**config.mk**
```make
export PLATFORM = sky130hd
export DESIGN_NAME = position_information_packet_encapsulator
export DESIGN_NICKNAME = d
export VERILOG_FILES = /design/src/rtc_counter.v /design/src/byte_packer.v /design/src/position_information_packet_encapsulator.v
export VERILOG_INCLUDE_DIRS = /design/src /design/src/src
export SDC_FILE = /design/constraint.sdc
export NUM_CORES = 1
export LEC_CHECK = 0
export BUFFER_PORTS_ARGS = -buffer_cell sky130_fd_sc_hd__buf_4
export CAP_MARGIN = 20
export CORE_MARGIN = 2
export CORE_UTILIZATION = 35
export DETAILED_ROUTE_END_ITERATION = 6
export GPL_TIMING_DRIVEN = 0
export PLACE_DENSITY = 0.56
export SETUP_SLACK_MARGIN = 0.2
export SLEW_MARGIN = 5
export SYNTH_ARGS = -nofsm -noshare
export SYNTH_HDL_FRONTEND = slang
export SYNTH_SLANG_ARGS = --single-unit
export TNS_END_PERCENT = 10
```
**constraint.sdc**
```tcl
create_clock -name mclk -period 3.03 [get_ports mclk]
set_clock_uncertainty 0.05 [all_clocks]
set_input_delay 0.303 -clock mclk [delete_from_list [all_inputs] [get_ports mclk]]
set_output_delay 0.303 -clock mclk [all_outputs]
set_load 0.005 [all_outputs]
```
**src/position_information_encap_defs.vh**
```
// Constants for the position and training data packet encapsulator
`ifndef POSITION_INFORMATION_ENCAP_DEFS_VH
`define POSITION_INFORMATION_ENCAP_DEFS_VH
// Channel-specific word fields
`define CSW_TS_BIT 31
`define CSW_CONTENT_HI 30
`define CSW_CONTENT_LO 29
`define CSW_SUBFMT_HI 30
`define CSW_SUBFMT_LO 27
// Content codes for format 1
`define CONTENT_POS_ONLY 2'h0
`define CONTENT_WITH_STATIC 2'h1
// Highest legal sub-format code for format 2
`define SUBFMT_MAX 4'h8
// Packet flag positions
`define FLAG_ABS_TIME_BIT 6
`define FLAG_TIME_FMT_HI 3
`define FLAG_TIME_FMT_LO 2
// Time stamp is 8 bytes, four 16-bit words
`define TS_LAST_IDX 2'h3
// Relative time counter width and reset value
`define RTC_WIDTH 48
`define RTC_RESET 48'h000000000000
// Odd-length filler byte and reserved fill
`define FILLER_BYTE 8'h00
`define RSVD_HALF 16'h0000
// Packet format select
`define FMT_ONE 1'b0
`define FMT_TWO 1'b1
`endif

```
**src/rtc_counter.v**
```verilog
// Free-running relative time counter
`timescale 1ns/10ps
`default_nettype none
`include "position_information_encap_defs.vh"
module rtc_counter #(
  parameter WIDTH = `RTC_WIDTH
) (
  // Clock and control
  input wire mclk,
  input wire sys_rst,
  input wire clk_en,
  // Counter value
  output wire [WIDTH-1:0] rtc_value
);
  reg [WIDTH-1:0] count_reg;

  // Advances once per enabled cycle; wraps silently
  always @(posedge mclk) begin
    if (sys_rst) begin
      count_reg <= `RTC_RESET;
    end else if (clk_en) begin
      count_reg <= count_reg + {{(WIDTH-1){1'b0}}, 1'b1};
    end
  end

  assign rtc_value = count_reg;
endmodule
`default_nettype wire

```
**src/byte_packer.v**
```verilog
// Packs bytes two to a 16-bit word, filler on odd count
`timescale 1ns/10ps
`default_nettype none
`include "position_information_encap_defs.vh"
module byte_packer (
  // Clock and control
  input wire mclk,
  input wire sys_rst,
  input wire clk_en,
  // Byte side
  input wire byte_valid,
  input wire [7:0] byte_data,
  input wire byte_last,
  output wire byte_ready,
  // Word side
  output wire word_valid,
  output wire [15:0] word_data,
  input wire word_ready
);
  reg [7:0] lo_reg;
  reg have_lo_reg;
  reg [15:0] word_reg;
  reg wvalid_reg;
  wire take;

  // Stall bytes while a finished word waits
  assign byte_ready = !wvalid_reg || word_ready;
  assign take = byte_valid && byte_ready;

  // First byte in low half, second or filler in high half
  always @(posedge mclk) begin
    if (sys_rst) begin
      lo_reg <= 8'h00;
      have_lo_reg <= 1'b0;
      word_reg <= 16'h0000;
      wvalid_reg <= 1'b0;
    end else if (clk_en) begin
      if (word_ready) begin
        wvalid_reg <= 1'b0;
      end
      if (take) begin
        if (have_lo_reg) begin
          word_reg <= {byte_data, lo_reg};
          wvalid_reg <= 1'b1;
          have_lo_reg <= 1'b0;
        end else if (byte_last) begin
          word_reg <= {`FILLER_BYTE, byte_data};
          wvalid_reg <= 1'b1;
        end else begin
          lo_reg <= byte_data;
          have_lo_reg <= 1'b1;
        end
      end
    end
  end

  assign word_valid = wvalid_reg;
  assign word_data = word_reg;
endmodule
`default_nettype wire

```
**src/position_information_packet_encapsulator.v**
```verilog
// Packet body builder for position and combat-training data
//
// Operation
// - bit 31 flags time stamps present
// - format 1 content code 00 or 01
// - format 1 bits 28-0 carry nothing
// - format 1 one stamp, low word first
// - static data untagged, precedes position data
// - relative stamp is 48-bit counter, high zero
// - flag bit 6 selects absolute time
// - stamp taken at block's first bit
// - 4-byte header, length in bits 15-0
// - payload handled as 8-bit bytes
// - two bytes per word, filler high
// - format 2 messages never split
// - format 2 sub-format codes 0 to 8
// - format 2 bits 26-0 reserved
// - format 2 stamp before every message
`timescale 1ns/10ps
`default_nettype none
`include "position_information_encap_defs.vh"
module position_information_packet_encapsulator (
  // Clock, reset, enable
  input wire mclk,
  input wire sys_rst,
  input wire clk_en,
  // Packet setup
  input wire pkt_start,
  input wire pkt_format,
  input wire pkt_ts_en,
  input wire [1:0] pkt_content,
  input wire [3:0] pkt_subfmt,
  input wire [7:0] pkt_flags,
  input wire pkt_close,
  output wire pkt_ready,
  output wire pkt_err,
  output wire pkt_end,
  output wire [1:0] time_fmt,
  output wire busy,
  // Message announce
  input wire msg_valid,
  input wire [15:0] msg_len,
  output wire msg_ready,
  // Absolute time source
  input wire [63:0] abs_time,
  // Payload bytes
  input wire byte_valid,
  input wire [7:0] byte_data,
  output wire byte_ready,
  // Word stream toward the recorder
  output wire word_valid,
  output wire [15:0] word_data,
  input wire word_ready
);
  localparam ST_IDLE = 4'h0;
  localparam ST_CSW_L = 4'h1;
  localparam ST_CSW_H = 4'h2;
  localparam ST_WAIT = 4'h3;
  localparam ST_TS = 4'h4;
  localparam ST_HDR_L = 4'h5;
  localparam ST_HDR_H = 4'h6;
  localparam ST_PAY = 4'h7;
  localparam ST_DONE = 4'h8;

  reg [3:0] state_reg, state_next;
  reg fmt_reg, fmt_next;
  reg ts_en_reg, ts_en_next;
  reg [1:0] content_reg, content_next;
  reg [3:0] subfmt_reg, subfmt_next;
  reg [7:0] flags_reg, flags_next;
  reg [15:0] len_reg, len_next;
  reg [63:0] ts_reg, ts_next;
  reg [1:0] ts_idx_reg, ts_idx_next;
  reg [15:0] byte_left_reg, byte_left_next;
  reg [15:0] word_left_reg, word_left_next;
  reg [15:0] out_data_reg, out_data_next;
  reg out_valid_reg, out_valid_next;
  reg err_reg, err_next;
  reg end_reg, end_next;

  wire [`RTC_WIDTH-1:0] rtc_value;
  wire out_free;
  wire [31:0] csw;
  wire [16:0] len_plus;
  wire bad_code;
  wire pk_byte_valid;
  wire pk_byte_ready;
  wire pk_byte_last;
  wire pk_word_valid;
  wire [15:0] pk_word_data;
  wire pk_word_ready;
  wire byte_fire;
  reg [15:0] ts_word;

  rtc_counter #(
    .WIDTH(`RTC_WIDTH)
  ) u_rtc (
    .mclk(mclk),
    .sys_rst(sys_rst),
    .clk_en(clk_en),
    .rtc_value(rtc_value)
  );

  byte_packer u_packer (
    .mclk(mclk),
    .sys_rst(sys_rst),
    .clk_en(clk_en),
    .byte_valid(pk_byte_valid),
    .byte_data(byte_data),
    .byte_last(pk_byte_last),
    .byte_ready(pk_byte_ready),
    .word_valid(pk_word_valid),
    .word_data(pk_word_data),
    .word_ready(pk_word_ready)
  );

  // Output stage can take a word when empty or being drained
  assign out_free = !out_valid_reg || word_ready;

  // Reserved codes are refused at setup, never emitted
  assign bad_code = (pkt_format == `FMT_ONE) ? pkt_content[1] : (pkt_subfmt > `SUBFMT_MAX);

  // Channel-specific word, reserved bits zero
  assign csw = (fmt_reg == `FMT_ONE) ?
    {ts_en_reg, content_reg, 29'h0} :
    {ts_en_reg, subfmt_reg, 27'h0};

  // Word count rounds up for an odd byte
  assign len_plus = {1'b0, len_reg} + 17'h1;

  // Byte path only opens during payload and while bytes remain
  assign pk_byte_valid = (state_reg == ST_PAY) && (byte_left_reg != 16'h0000) && byte_valid;
  assign byte_ready = clk_en && (state_reg == ST_PAY) && (byte_left_reg != 16'h0000) && pk_byte_ready;
  assign byte_fire = byte_valid && byte_ready;
  assign pk_byte_last = (byte_left_reg == 16'h0001);
  assign pk_word_ready = (state_reg == ST_PAY) && out_free;

  // Stamp words in order 15-0, 31-16, 47-32, 63-48
  always @* begin
    case (ts_idx_reg)
      2'h0: ts_word = ts_reg[15:0];
      2'h1: ts_word = ts_reg[31:16];
      2'h2: ts_word = ts_reg[47:32];
      default: ts_word = ts_reg[63:48];
    endcase
  end

  // Sequencer; every load waits for the output stage to be free
  always @* begin
    state_next = state_reg;
    fmt_next = fmt_reg;
    ts_en_next = ts_en_reg;
    content_next = content_reg;
    subfmt_next = subfmt_reg;
    flags_next = flags_reg;
    len_next = len_reg;
    ts_next = ts_reg;
    ts_idx_next = ts_idx_reg;
    byte_left_next = byte_left_reg;
    word_left_next = word_left_reg;
    out_data_next = out_data_reg;
    out_valid_next = out_valid_reg && !word_ready;
    err_next = 1'b0;
    end_next = 1'b0;
    if (byte_fire) begin
      byte_left_next = byte_left_reg - 16'h0001;
    end
    case (state_reg)
      ST_IDLE: begin
        if (pkt_start) begin
          if (bad_code) begin
            err_next = 1'b1;
          end else begin
            fmt_next = pkt_format;
            ts_en_next = pkt_ts_en;
            content_next = pkt_content;
            subfmt_next = pkt_subfmt;
            flags_next = pkt_flags;
            state_next = ST_CSW_L;
          end
        end
      end
      ST_CSW_L: begin
        if (out_free) begin
          out_valid_next = 1'b1;
          out_data_next = csw[15:0];
          state_next = ST_CSW_H;
        end
      end
      ST_CSW_H: begin
        if (out_free) begin
          out_valid_next = 1'b1;
          out_data_next = csw[31:16];
          state_next = ST_WAIT;
        end
      end
      ST_WAIT: begin
        // A new block is announced at its first data bit
        if (msg_valid) begin
          len_next = msg_len;
          byte_left_next = msg_len;
          ts_idx_next = 2'h0;
          if (flags_reg[`FLAG_ABS_TIME_BIT]) begin
            ts_next = abs_time;
          end else begin
            ts_next = {`RSVD_HALF, rtc_value};
          end
          state_next = ts_en_reg ? ST_TS : ST_HDR_L;
        end else if ((fmt_reg == `FMT_TWO) && pkt_close) begin
          state_next = ST_DONE;
        end
      end
      ST_TS: begin
        if (out_free) begin
          out_valid_next = 1'b1;
          out_data_next = ts_word;
          ts_idx_next = ts_idx_reg + 2'h1;
          if (ts_idx_reg == `TS_LAST_IDX) begin
            state_next = ST_HDR_L;
          end
        end
      end
      ST_HDR_L: begin
        if (out_free) begin
          out_valid_next = 1'b1;
          out_data_next = len_reg;
          word_left_next = len_plus[16:1];
          state_next = ST_HDR_H;
        end
      end
      ST_HDR_H: begin
        if (out_free) begin
          out_valid_next = 1'b1;
          out_data_next = `RSVD_HALF;
          if (word_left_reg == 16'h0000) begin
            state_next = (fmt_reg == `FMT_TWO) ? ST_WAIT : ST_DONE;
          end else begin
            state_next = ST_PAY;
          end
        end
      end
      ST_PAY: begin
        // Whole message goes out before another may start
        if (out_free && pk_word_valid) begin
          out_valid_next = 1'b1;
          out_data_next = pk_word_data;
          word_left_next = word_left_reg - 16'h0001;
          if (word_left_reg == 16'h0001) begin
            state_next = (fmt_reg == `FMT_TWO) ? ST_WAIT : ST_DONE;
          end
        end
      end
      ST_DONE: begin
        end_next = 1'b1;
        state_next = ST_IDLE;
      end
      default: begin
        state_next = ST_IDLE;
      end
    endcase
  end

  // State registers, frozen while the clock enable is low
  always @(posedge mclk) begin
    if (sys_rst) begin
      state_reg <= ST_IDLE;
      fmt_reg <= `FMT_ONE;
      ts_en_reg <= 1'b0;
      content_reg <= `CONTENT_POS_ONLY;
      subfmt_reg <= 4'h0;
      flags_reg <= 8'h00;
      len_reg <= 16'h0000;
      ts_reg <= 64'h0000000000000000;
      ts_idx_reg <= 2'h0;
      byte_left_reg <= 16'h0000;
      word_left_reg <= 16'h0000;
      out_data_reg <= 16'h0000;
      out_valid_reg <= 1'b0;
      err_reg <= 1'b0;
      end_reg <= 1'b0;
    end else if (clk_en) begin
      state_reg <= state_next;
      fmt_reg <= fmt_next;
      ts_en_reg <= ts_en_next;
      content_reg <= content_next;
      subfmt_reg <= subfmt_next;
      flags_reg <= flags_next;
      len_reg <= len_next;
      ts_reg <= ts_next;
      ts_idx_reg <= ts_idx_next;
      byte_left_reg <= byte_left_next;
      word_left_reg <= word_left_next;
      out_data_reg <= out_data_next;
      out_valid_reg <= out_valid_next;
      err_reg <= err_next;
      end_reg <= end_next;
    end
  end

  // Handshakes combinational, data from flops
  assign pkt_ready = clk_en && (state_reg == ST_IDLE);
  assign msg_ready = clk_en && (state_reg == ST_WAIT);
  assign busy = (state_reg != ST_IDLE);
  assign pkt_err = err_reg;
  assign pkt_end = end_reg;
  assign time_fmt = flags_reg[`FLAG_TIME_FMT_HI:`FLAG_TIME_FMT_LO];
  assign word_valid = clk_en && out_valid_reg; // Frozen stage must not hand a word over twice
  assign word_data = out_data_reg;
endmodule
`default_nettype wire

```
### After elaboration in Yosys (flattened, before gate mapping)

Index checks and enable logic that the tools add are counted.

* bits in registers: 226
* latch bits: 0
* memory bits (writable): 0
* ROM bits: 0
* input bits: 112
* output and inout bits: 25
* word-level logic and storage cells: 143
* memories: 0

* $add $sub $neg: 5
* multiply operators: 0
* div/mod/pow operators: 0
* $lt $le $gt $ge: 1
* eq/ne operators: 25
* shift operators: 0
* mux-type cells: 51
* bitwise gates (word level): 3
* reductions and logical operators: 38

Operators with widths (number)
* $mux W16: 13
* $pmux W16 S6: 1
* $mux W64: 1
* $mux W4: 14
* $add A48 B1 Y48 const B: 1
* $pmux W16 S3: 1
* $eq A16 B1 Y1 const B: 2
* $pmux W16 S2: 1
* $pmux W4 S8: 1
* $sub A16 B1 Y16 const B: 2
* $mux W31: 1
* $ne A2 B2 Y1 const B: 9
* $add A16 B1 Y17 const B: 1
* $eq A4 B3 Y1 const B: 4
* $logic_not A16 Y1: 1
* $reduce_and A4 Y1: 4
* $reduce_bool A16 Y1: 1
* $logic_and A1 B1 Y1: 14
* $mux W1: 14
* $reduce_and A12 Y1: 1
* $eq A4 B2 Y1 const B: 2
* $reduce_and A8 Y1: 1
* $reduce_and A3 Y1: 2
* $reduce_bool A2 Y1: 3
* 20 further kinds: 28

### Depth between registers and ports, before layout

Gate-level depths: netlist of the first run.

* word-level depth: 9
* mapped depth: 9
* depth with buffers taken out: 7

### By module

From an unflattened synthesis of the first run, not the netlist that was laid out.

* cells, all modules: 1344
* area, all modules: 11345.9 um^2

By module, submodules not included
* position_information_packet_encapsulator: instances 1, cells each 977, area an instance 8021.4 um^2, sequential area each 2962.8 um^2
* rtc_counter: instances 1, cells each 258, area an instance 2188.3 um^2, sequential area each 960.9 um^2
* byte_packer: instances 1, cells each 109, area an instance 1136.1 um^2, sequential area each 520.5 um^2

### Least setup slack after synthesis of the first run

Ideal clock, no wire load.

* path type: register -> register
* start point: register u_rtc.count_reg[21], in the netlist u_rtc.rtc_value[21]
* end point: register u_rtc.count_reg[46], in the netlist u_rtc.rtc_value[46]
* library setup time: 0.070 ns
* data arrival time: 1.986 ns
* data required time: 2.910 ns
* slack: 0.923 ns
* cell stages (with the launch flop): 6
* buffers on the path: 0
* clock period less this slack: 2.107 ns
* cells stage by stage: dfxtp_1 > nand4_2 > or3_4 > or4_4 > or4_1 > a21oi_1

* word-level cells in the longest chain between the ends: 1

Ends and longest elaborated chain
* start, declared: RTL line rtc_counter.v:15 `reg [WIDTH-1:0] count_reg;`
* start signal, assigned: RTL line rtc_counter.v:20 `` count_reg <= `RTC_RESET; ``
* start signal, assigned: RTL line rtc_counter.v:22 `count_reg <= count_reg + {{(WIDTH-1){1'b0}}, 1'b1};`
* $add A48 B1 Y48: RTL line rtc_counter.v:22

No other way between the ends.
A chain may end at the register's enable or synchronous reset.

### Worst setup path after layout of the first run

* start point: register state_reg[0]
* end point: register ts_reg[22]

* word-level cells in the longest chain between the ends: 2

Ends and longest elaborated chain
* start, declared: RTL line position_information_packet_encapsulator.v:65 `reg [3:0] state_reg, state_next;`
* start signal, assigned: RTL line position_information_packet_encapsulator.v:282 `state_reg <= state_next;`
* $eq A4 B2 Y1: RTL line position_information_packet_encapsulator.v:168 `case (state_reg)`
* $reduce_and A3 Y1 (no source line)
* end signal, assigned: RTL line position_information_packet_encapsulator.v:289 `ts_reg <= ts_next;`
* end, declared: RTL line position_information_packet_encapsulator.v:72 `reg [63:0] ts_reg, ts_next;`

No other way between the ends.

==> metrics.yaml, run 1 <==
max-cap-violations: 0
numCtsBuffers: 27
cts_sinks: 222
synth_top_cell_area_share: 0.390
grt-ovfl-total: 0
p_leak_nw: 4.71
synth_edf_count: 0
setup_viol: 0
wl_per_cell_um: 21.2
power.total_mw: 7.31
drive_gt1_frac: 0.145
gp_congestion: 0.908
layout.nets: 1692
synth.avg_cell_area_um2: 8.32
ant_nets: 0
vdd_drop_max_v: 0.000544
drc: 0
rsz0062_at_grt: "yes"
die_area_um2: 34000
cts_htree_levels: 1
drt-pass1-iter-count: 6
setup_tns_ns: 0
fin_util: 0.443
drt_iter0_drc: 1033
fp.coreArea_um2: 32300
dp_hpwl_um: 32500
synth.top_cells.by_area: "dfxtp_1 39%, mux2i_1 6.5%, nor2_1 4.5%"
startpoint_type: "register"
power.density_nw_per_um2: 512
min_period_ns: 2.76
via_per_inst: 5.68
crit_fanout: 10
clk_path_buf_depth: 3
grt_usage: 0.248
path_clk_slew_ns: 0.06
status: "finished, final reports clean"
cts_tree: "yes"
cp_data_required_time_ns: 3.39
yosysSeqAreaShare: 0.390
fmax_mhz: 362
grt_max_degree: 15
cp.arrival_ns: 3.12
worstSkewPairLatency_ns: 0.55
syn_inst: 1371
io_pins: 137
grt_pass1_wl_um: 64700
initial_core_util: 0.353
clockRootBuffer: "clkbuf_16"
hp-class: "input port to register"
port_buffers: 129
crit_type: "register to register"
yosysTopAreaCell: "dfxtp_1"
synthDistinctLibCells: 76
max_slew_margin: 0.300
synth_top_flop_cell: "dfxtp_1"
num_rows: 66
tightest_slew_ns: 1.05
syn_nets: 1496
ys.warnings.count: 0
synth-seq-cells: 222
hold_viol: 0
postCtsSetupBuffers: 0
vias: 11500
syn_area_um2: 11400
area_growth_pct: 25.3
hold_ws_ns: 0.00749
drt-total-wl_um: 43100
die_h_um: 185
synthArstFlopShare: 0
largest_reg_flops: 64
maxSlewViolCount: 0
grt_pass1_vias: 11100
fp.dieW_um: 185
antenna_found_initial: 1
min_period_over_period: 0.911
crit_path_end_kind: "register"
[metrics by stage]
step / cells / setup slack, ns / cell area, um2
floorplan: 1371 / 0.923 / 11400
global placement: 1942 / -0.0874 / 12900
detailed placement: 1942 / -0.115 / 12900
CTS: 2030 / 0.216 / 14300
global route: 2030 / 0.100 / 14300
finish: 2032 / 0.270 / 14300
[worst max-delay path, stage by stage, from the launching register on]
cell and delay (ns):
dfxtp_1 0.31, buf_2 0.19, and4b_1 0.30, and2_1 0.15, clkbuf_1 0.34, clkbuf_1 0.64, buf_1 0.48, a211oi_1 0.14
[cell usage after synthesis (3+ instances only)]
master and n:
nor3_1 27, a21oi_1 101, a311oi_1 3, nor2_1 136
a211oi_1 59, and2_1 9, a221oi_1 4, o31ai_1 11
o2bb2ai_1 12, nand4_1 29, and3_1 16, ha_1 13
nand2b_1 7, a31o_2 5, a22oi_1 24, o21ai_0 68
clkbuf_1 90, a32oi_1 8, a222oi_1 15, or4_1 9
a21o_1 3, nor2b_1 7, o211ai_1 8, mux2_2 19
o21a_1 6, o31a_1 5, and4_1 12, xor2_1 20
nand3_1 80, dfxtp_1 222, nand2_1 110, buf_1 7
buf_2 11, nand3b_1 3, nor4_1 15, o22ai_1 4
xnor2_1 21, inv_1 18, a22o_1 4, or3_1 12
mux2i_1 74, nor3b_1 3, a31oi_1 14
[logic make-up after synthesis]
| family | count (synthesis) | synth area share |
|---|---|---|
| and+or+nand+nor | 497 | 0.218 |
| adders and majority gates | 13 | 0.0143 |
| buffers and inverters | 130 | 0.0446 |
| muxes | 93 | 0.0837 |
| xor gates and xnor gates | 41 | 0.0315 |
| AOI/OAI and AO/OA | 375 | 0.218 |
| DFF | 222 | 0.390 |
[metal layers]
| layer | wire length [um] | GRT usage | vias up | share of wire |
|---|---|---|---|---|
| li1 | - | - | 5512 | - |
| met1 | 17500 | 0.306 | 5485 | 0.41 |
| met2 | 20800 | 0.433 | 450 | 0.48 |
| met3 | 3100 | 0.0350 | 91 | 0.072 |
| met4 | 1700 | 0.102 | 0 | 0.039 |
| met5 | 0 | 0 | - | 0 |
[path summary, 6_finish.rpt]
kind | from | to | slack [ns] | depth (start not counted)
worst max register to register | state_reg[0] | ts_reg[22] | 0.27 | 7
worst min register to register | ts_reg[62] | ts_reg[62] | 0.41 | 2
worst min-delay path | byte_data[2] | u_packer.lo_reg[2] | 0.007 | 3
worst max-delay path | state_reg[0] | ts_reg[22] | 0.27 | 7
[timing repair]
| action | in CTS | in global routing |
|---|---|---|
| gates resized for setup | 8 | 7 |
| hold buffers | 38 | 0 |
| setup endpoints to repair | 33 | 45 |
| endpoints found under the hold margin | 39 | 0 |
[area by class of cell]
class | count | area [um2]
antenna | 2 | 5.00
buffer | 110 | 449
clock buffer | 37 | 763
clock inverter | 13 | 191
fill | 3239 | 18000
inverter | 20 | 75.1
multi-input combinational | 1019 | 6460
sequential | 222 | 4440
tap | 442 | 553
timing repair buffer | 167 | 1350
[report_power, final]
part	internal [mW]	leakage [nW]	total (mW)	switching, mW
combinational	0.332	2.46	0.853	0.521
sequential	2.95	1.79	2.98	0.0262
clock	2.11	0.462	3.48	1.37
[placed cells by master (no fill, tap or decap), types with 59 or more instances in the layout]
master,netlist,final
dfxtp_1,222,222
nor2_1,136,136
buf_4,2,132
nand2_1,110,110
a21oi_1,101,101
clkbuf_1,90,87
nand3_1,80,80
mux2i_1,74,74
o21ai_0,68,68
a211oi_1,59,59
Note: power is estimated with default switching activity, not from simulation.
==> run 2: changes to the inputs <==
--- a/config.mk
+++ b/config.mk
@@ -8,11 +8,10 @@
 export LEC_CHECK = 0
 export BUFFER_PORTS_ARGS = -buffer_cell sky130_fd_sc_hd__buf_4
 export CAP_MARGIN = 20
-export CORE_MARGIN = 2
-export CORE_UTILIZATION = 35
+export CORE_UTILIZATION = 25
 export DETAILED_ROUTE_END_ITERATION = 6
 export GPL_TIMING_DRIVEN = 0
-export PLACE_DENSITY = 0.56
+export PLACE_DENSITY = 0.44
 export SETUP_SLACK_MARGIN = 0.2
 export SLEW_MARGIN = 5
 export SYNTH_ARGS = -nofsm -noshare
==> metrics.yaml, run 2 (same netlist as run 1, synthesis figures left out) <==
die_area_um2: 46500  # +37%
fp.dieW_um: 216  # +17%
p_sw_mw: 1.96  # +2.5%
io_pins: 137  # unchanged
antenna_found_initial: 0  # -1
rsz0062_at_grt: "yes"
pre_cts_ws_ns: -0.245  # -0.130 ns
ff2ff_setup_slack_ns: 0.29  # +0.02 ns
hp-class: "input port to register"
fmax_mhz: 362  # about the same
min_period_over_period: 0.910  # about the same
fp.coreArea_um2: 44600  # +38%
final_cell_mix: "222 x dfxtp_1, 136 x nor2_1, 131 x buf_4"
layout.nets: 1699  # +0.41%
clk_path_buf_depth: 3  # unchanged
gp_congestion: 0.876  # -3.5%
wl_per_cell_um: 21.5  # +1.3%
grt_pass1_wl_um: 70500  # +8.9%
cts_sinks: 222  # unchanged
largest_reg_flops: 64  # unchanged
violations: "design-rule violations"
ant_nets: 0  # unchanged
intPower_mw: 5.35  # -0.96%
grt_usage: 0.198  # -0.0499
max-cap-violations: 0  # unchanged
power.total_mw: 7.31  # about the same
critical_path.cell_chain: "clkbuf_2 > clkbuf_4 > and4b_1 > clkbuf_4 > nand3_1 > a21oi_2 > buf_4"
numCtsBuffers: 28  # +3.7%
tightest_slew_ns: 0.974  # -0.0750 ns
crit_fanout: 10  # unchanged
min_period_ns: 2.76  # -0.00170 ns
power.density_nw_per_um2: 502  # -1.9%
grt_max_degree: 16  # +1
crit_top_cell: "clkbuf_4"
drc: 4  # +4
die_h_um: 216  # +17%
crit_path_end_kind: "output pin"
cts_htree_levels: 1  # unchanged
drive_gt1_frac: 0.148  # +0.00303
p_leak_nw: 4.75  # +0.87%
num_rows: 77  # +17%
via_per_inst: 5.17  # -8.9%
status: "finished, violations left"
fillCellCount: 4772  # +47%
p_comb_frac: 0.119  # +0.002
antennaDiodeCount: 0  # -2
cts_tree: "yes"
hold_viol: 0  # unchanged
cp_data_required_time_ns: 2.68  # -0.71 ns
vias: 11300  # -1.9%
initial_core_util: 0.256  # -0.0976
drt_iter0_drc: 716  # -31%
pwr-share-seq: 0.407  # about the same
setup_viol: 0  # unchanged
final_common_cell: "dfxtp_1"
final.setup.worst_slack_ns: 0.271  # +0.00170 ns
clockRootBuffer: "clkbuf_16"
drt-pass1-iter-count: 7  # +1
port_buffers: 129  # unchanged
crit_type: "register to output pin"
grt_pass1_vias: 11300  # +1.6%
cp_slowest_cell: "dfxtp_1"
hold_ws_ns: 0.0161  # +0.00858 ns
worstSkewPairLatency_ns: 0.58  # +0.03 ns
startpoint_type: "register"
dp_hpwl_um: 36100  # +11%
vdd_drop_max_v: 0.000347  # -36%
path_clk_slew_ns: 0.06  # about the same
grt-ovfl-total: 0  # unchanged
cp.arrival_ns: 2.41  # -0.71 ns
p_clk_frac: 0.474  # -0.002
critPathMaxStageDelay_ns: 0.35  # -0.29 ns
drt-total-wl_um: 47000  # +9.0%
sw_frac_of_total: 0.269  # +0.00673
max_slew_margin: 0.350  # +0.0500
maxSlewViolCount: 0  # unchanged
area_growth_pct: 27.7
[run 2: timing repair]
| action | 4_1_cts | 5_1_grt |
|---|---|---|
| setup endpoints to repair | 48 | 72 |
| resized for setup | 9 | 10 |
| hold endpoints to repair | 49 | 0 |
| hold buffers | 45 | 0 |
| setup buffers | 0 | 0 |
[run 2: final timing paths]
check	endpoint	from	cells past startpoint
worst max-delay path	byte_ready	state_reg[2]	7
worst min-delay path	len_reg[12]	msg_len[12]	3
worst max register to register	byte_left_reg[5]	state_reg[1]	8
worst min register to register	ts_reg[50]	ts_reg[50]	2
[run 2: metrics by stage]
step	util	cells	TNS [ns]	instance area (um2)
5_1_grt	0.326	2188	0	14600
3_3_place_gp	0.294	2092	-2.10	13100
2_1_floorplan	-	1371	0	11400
3_5_place_dp	0.294	2092	-2.11	13100
6_report	0.326	2188	0	14600
4_1_cts	0.326	2189	0	14500
[run 2: per-layer routing]
| metal | GRT usage | up-vias | share of wire |
|---|---|---|---|
| li1 | - | 5509 | - |
| met1 | 0.256 | 5412 | 0.44 |
| met2 | 0.344 | 337 | 0.48 |
| met3 | 0.0231 | 61 | 0.049 |
| met4 | 0.0596 | 0 | 0.030 |
| met5 | 0 | - | 0 |
[run 2: layout make-up]
type,count,area (um2),share of cell area
Timing Repair Buffer,174,1420,0.0974
Buffer,109,447,0.0307
Inverter,20,75.1,0.00516
Multi-Input combinational cell,1019,6470,0.444
Tap cell,592,741,0.0509
Sequential cell,222,4440,0.305
Clock buffer,44,871,0.0598
Clock inverter,8,95.1,0.00653
[run 2: power groups by stage]
stage / sequential (mW) / combinational [mW] / clock [mW]
after floorplan: 3.03 / 0.449 / 0
after global placement: 3.04 / 0.814 / 0
after detailed placement: 3.04 / 0.811 / 0
after CTS: 2.98 / 0.864 / 3.52
after global routing: 2.98 / 0.933 / 3.66
final: 2.98 / 0.867 / 3.46
[run 2: worst max-delay path: cells and delay by family, from the launching register on]
kind / cells / cell delay [ns]
simple gates: 2 / 0.41
compound gates: 1 / 0.19
buf+inv: 4 / 0.90
flops: 1 / 0.35
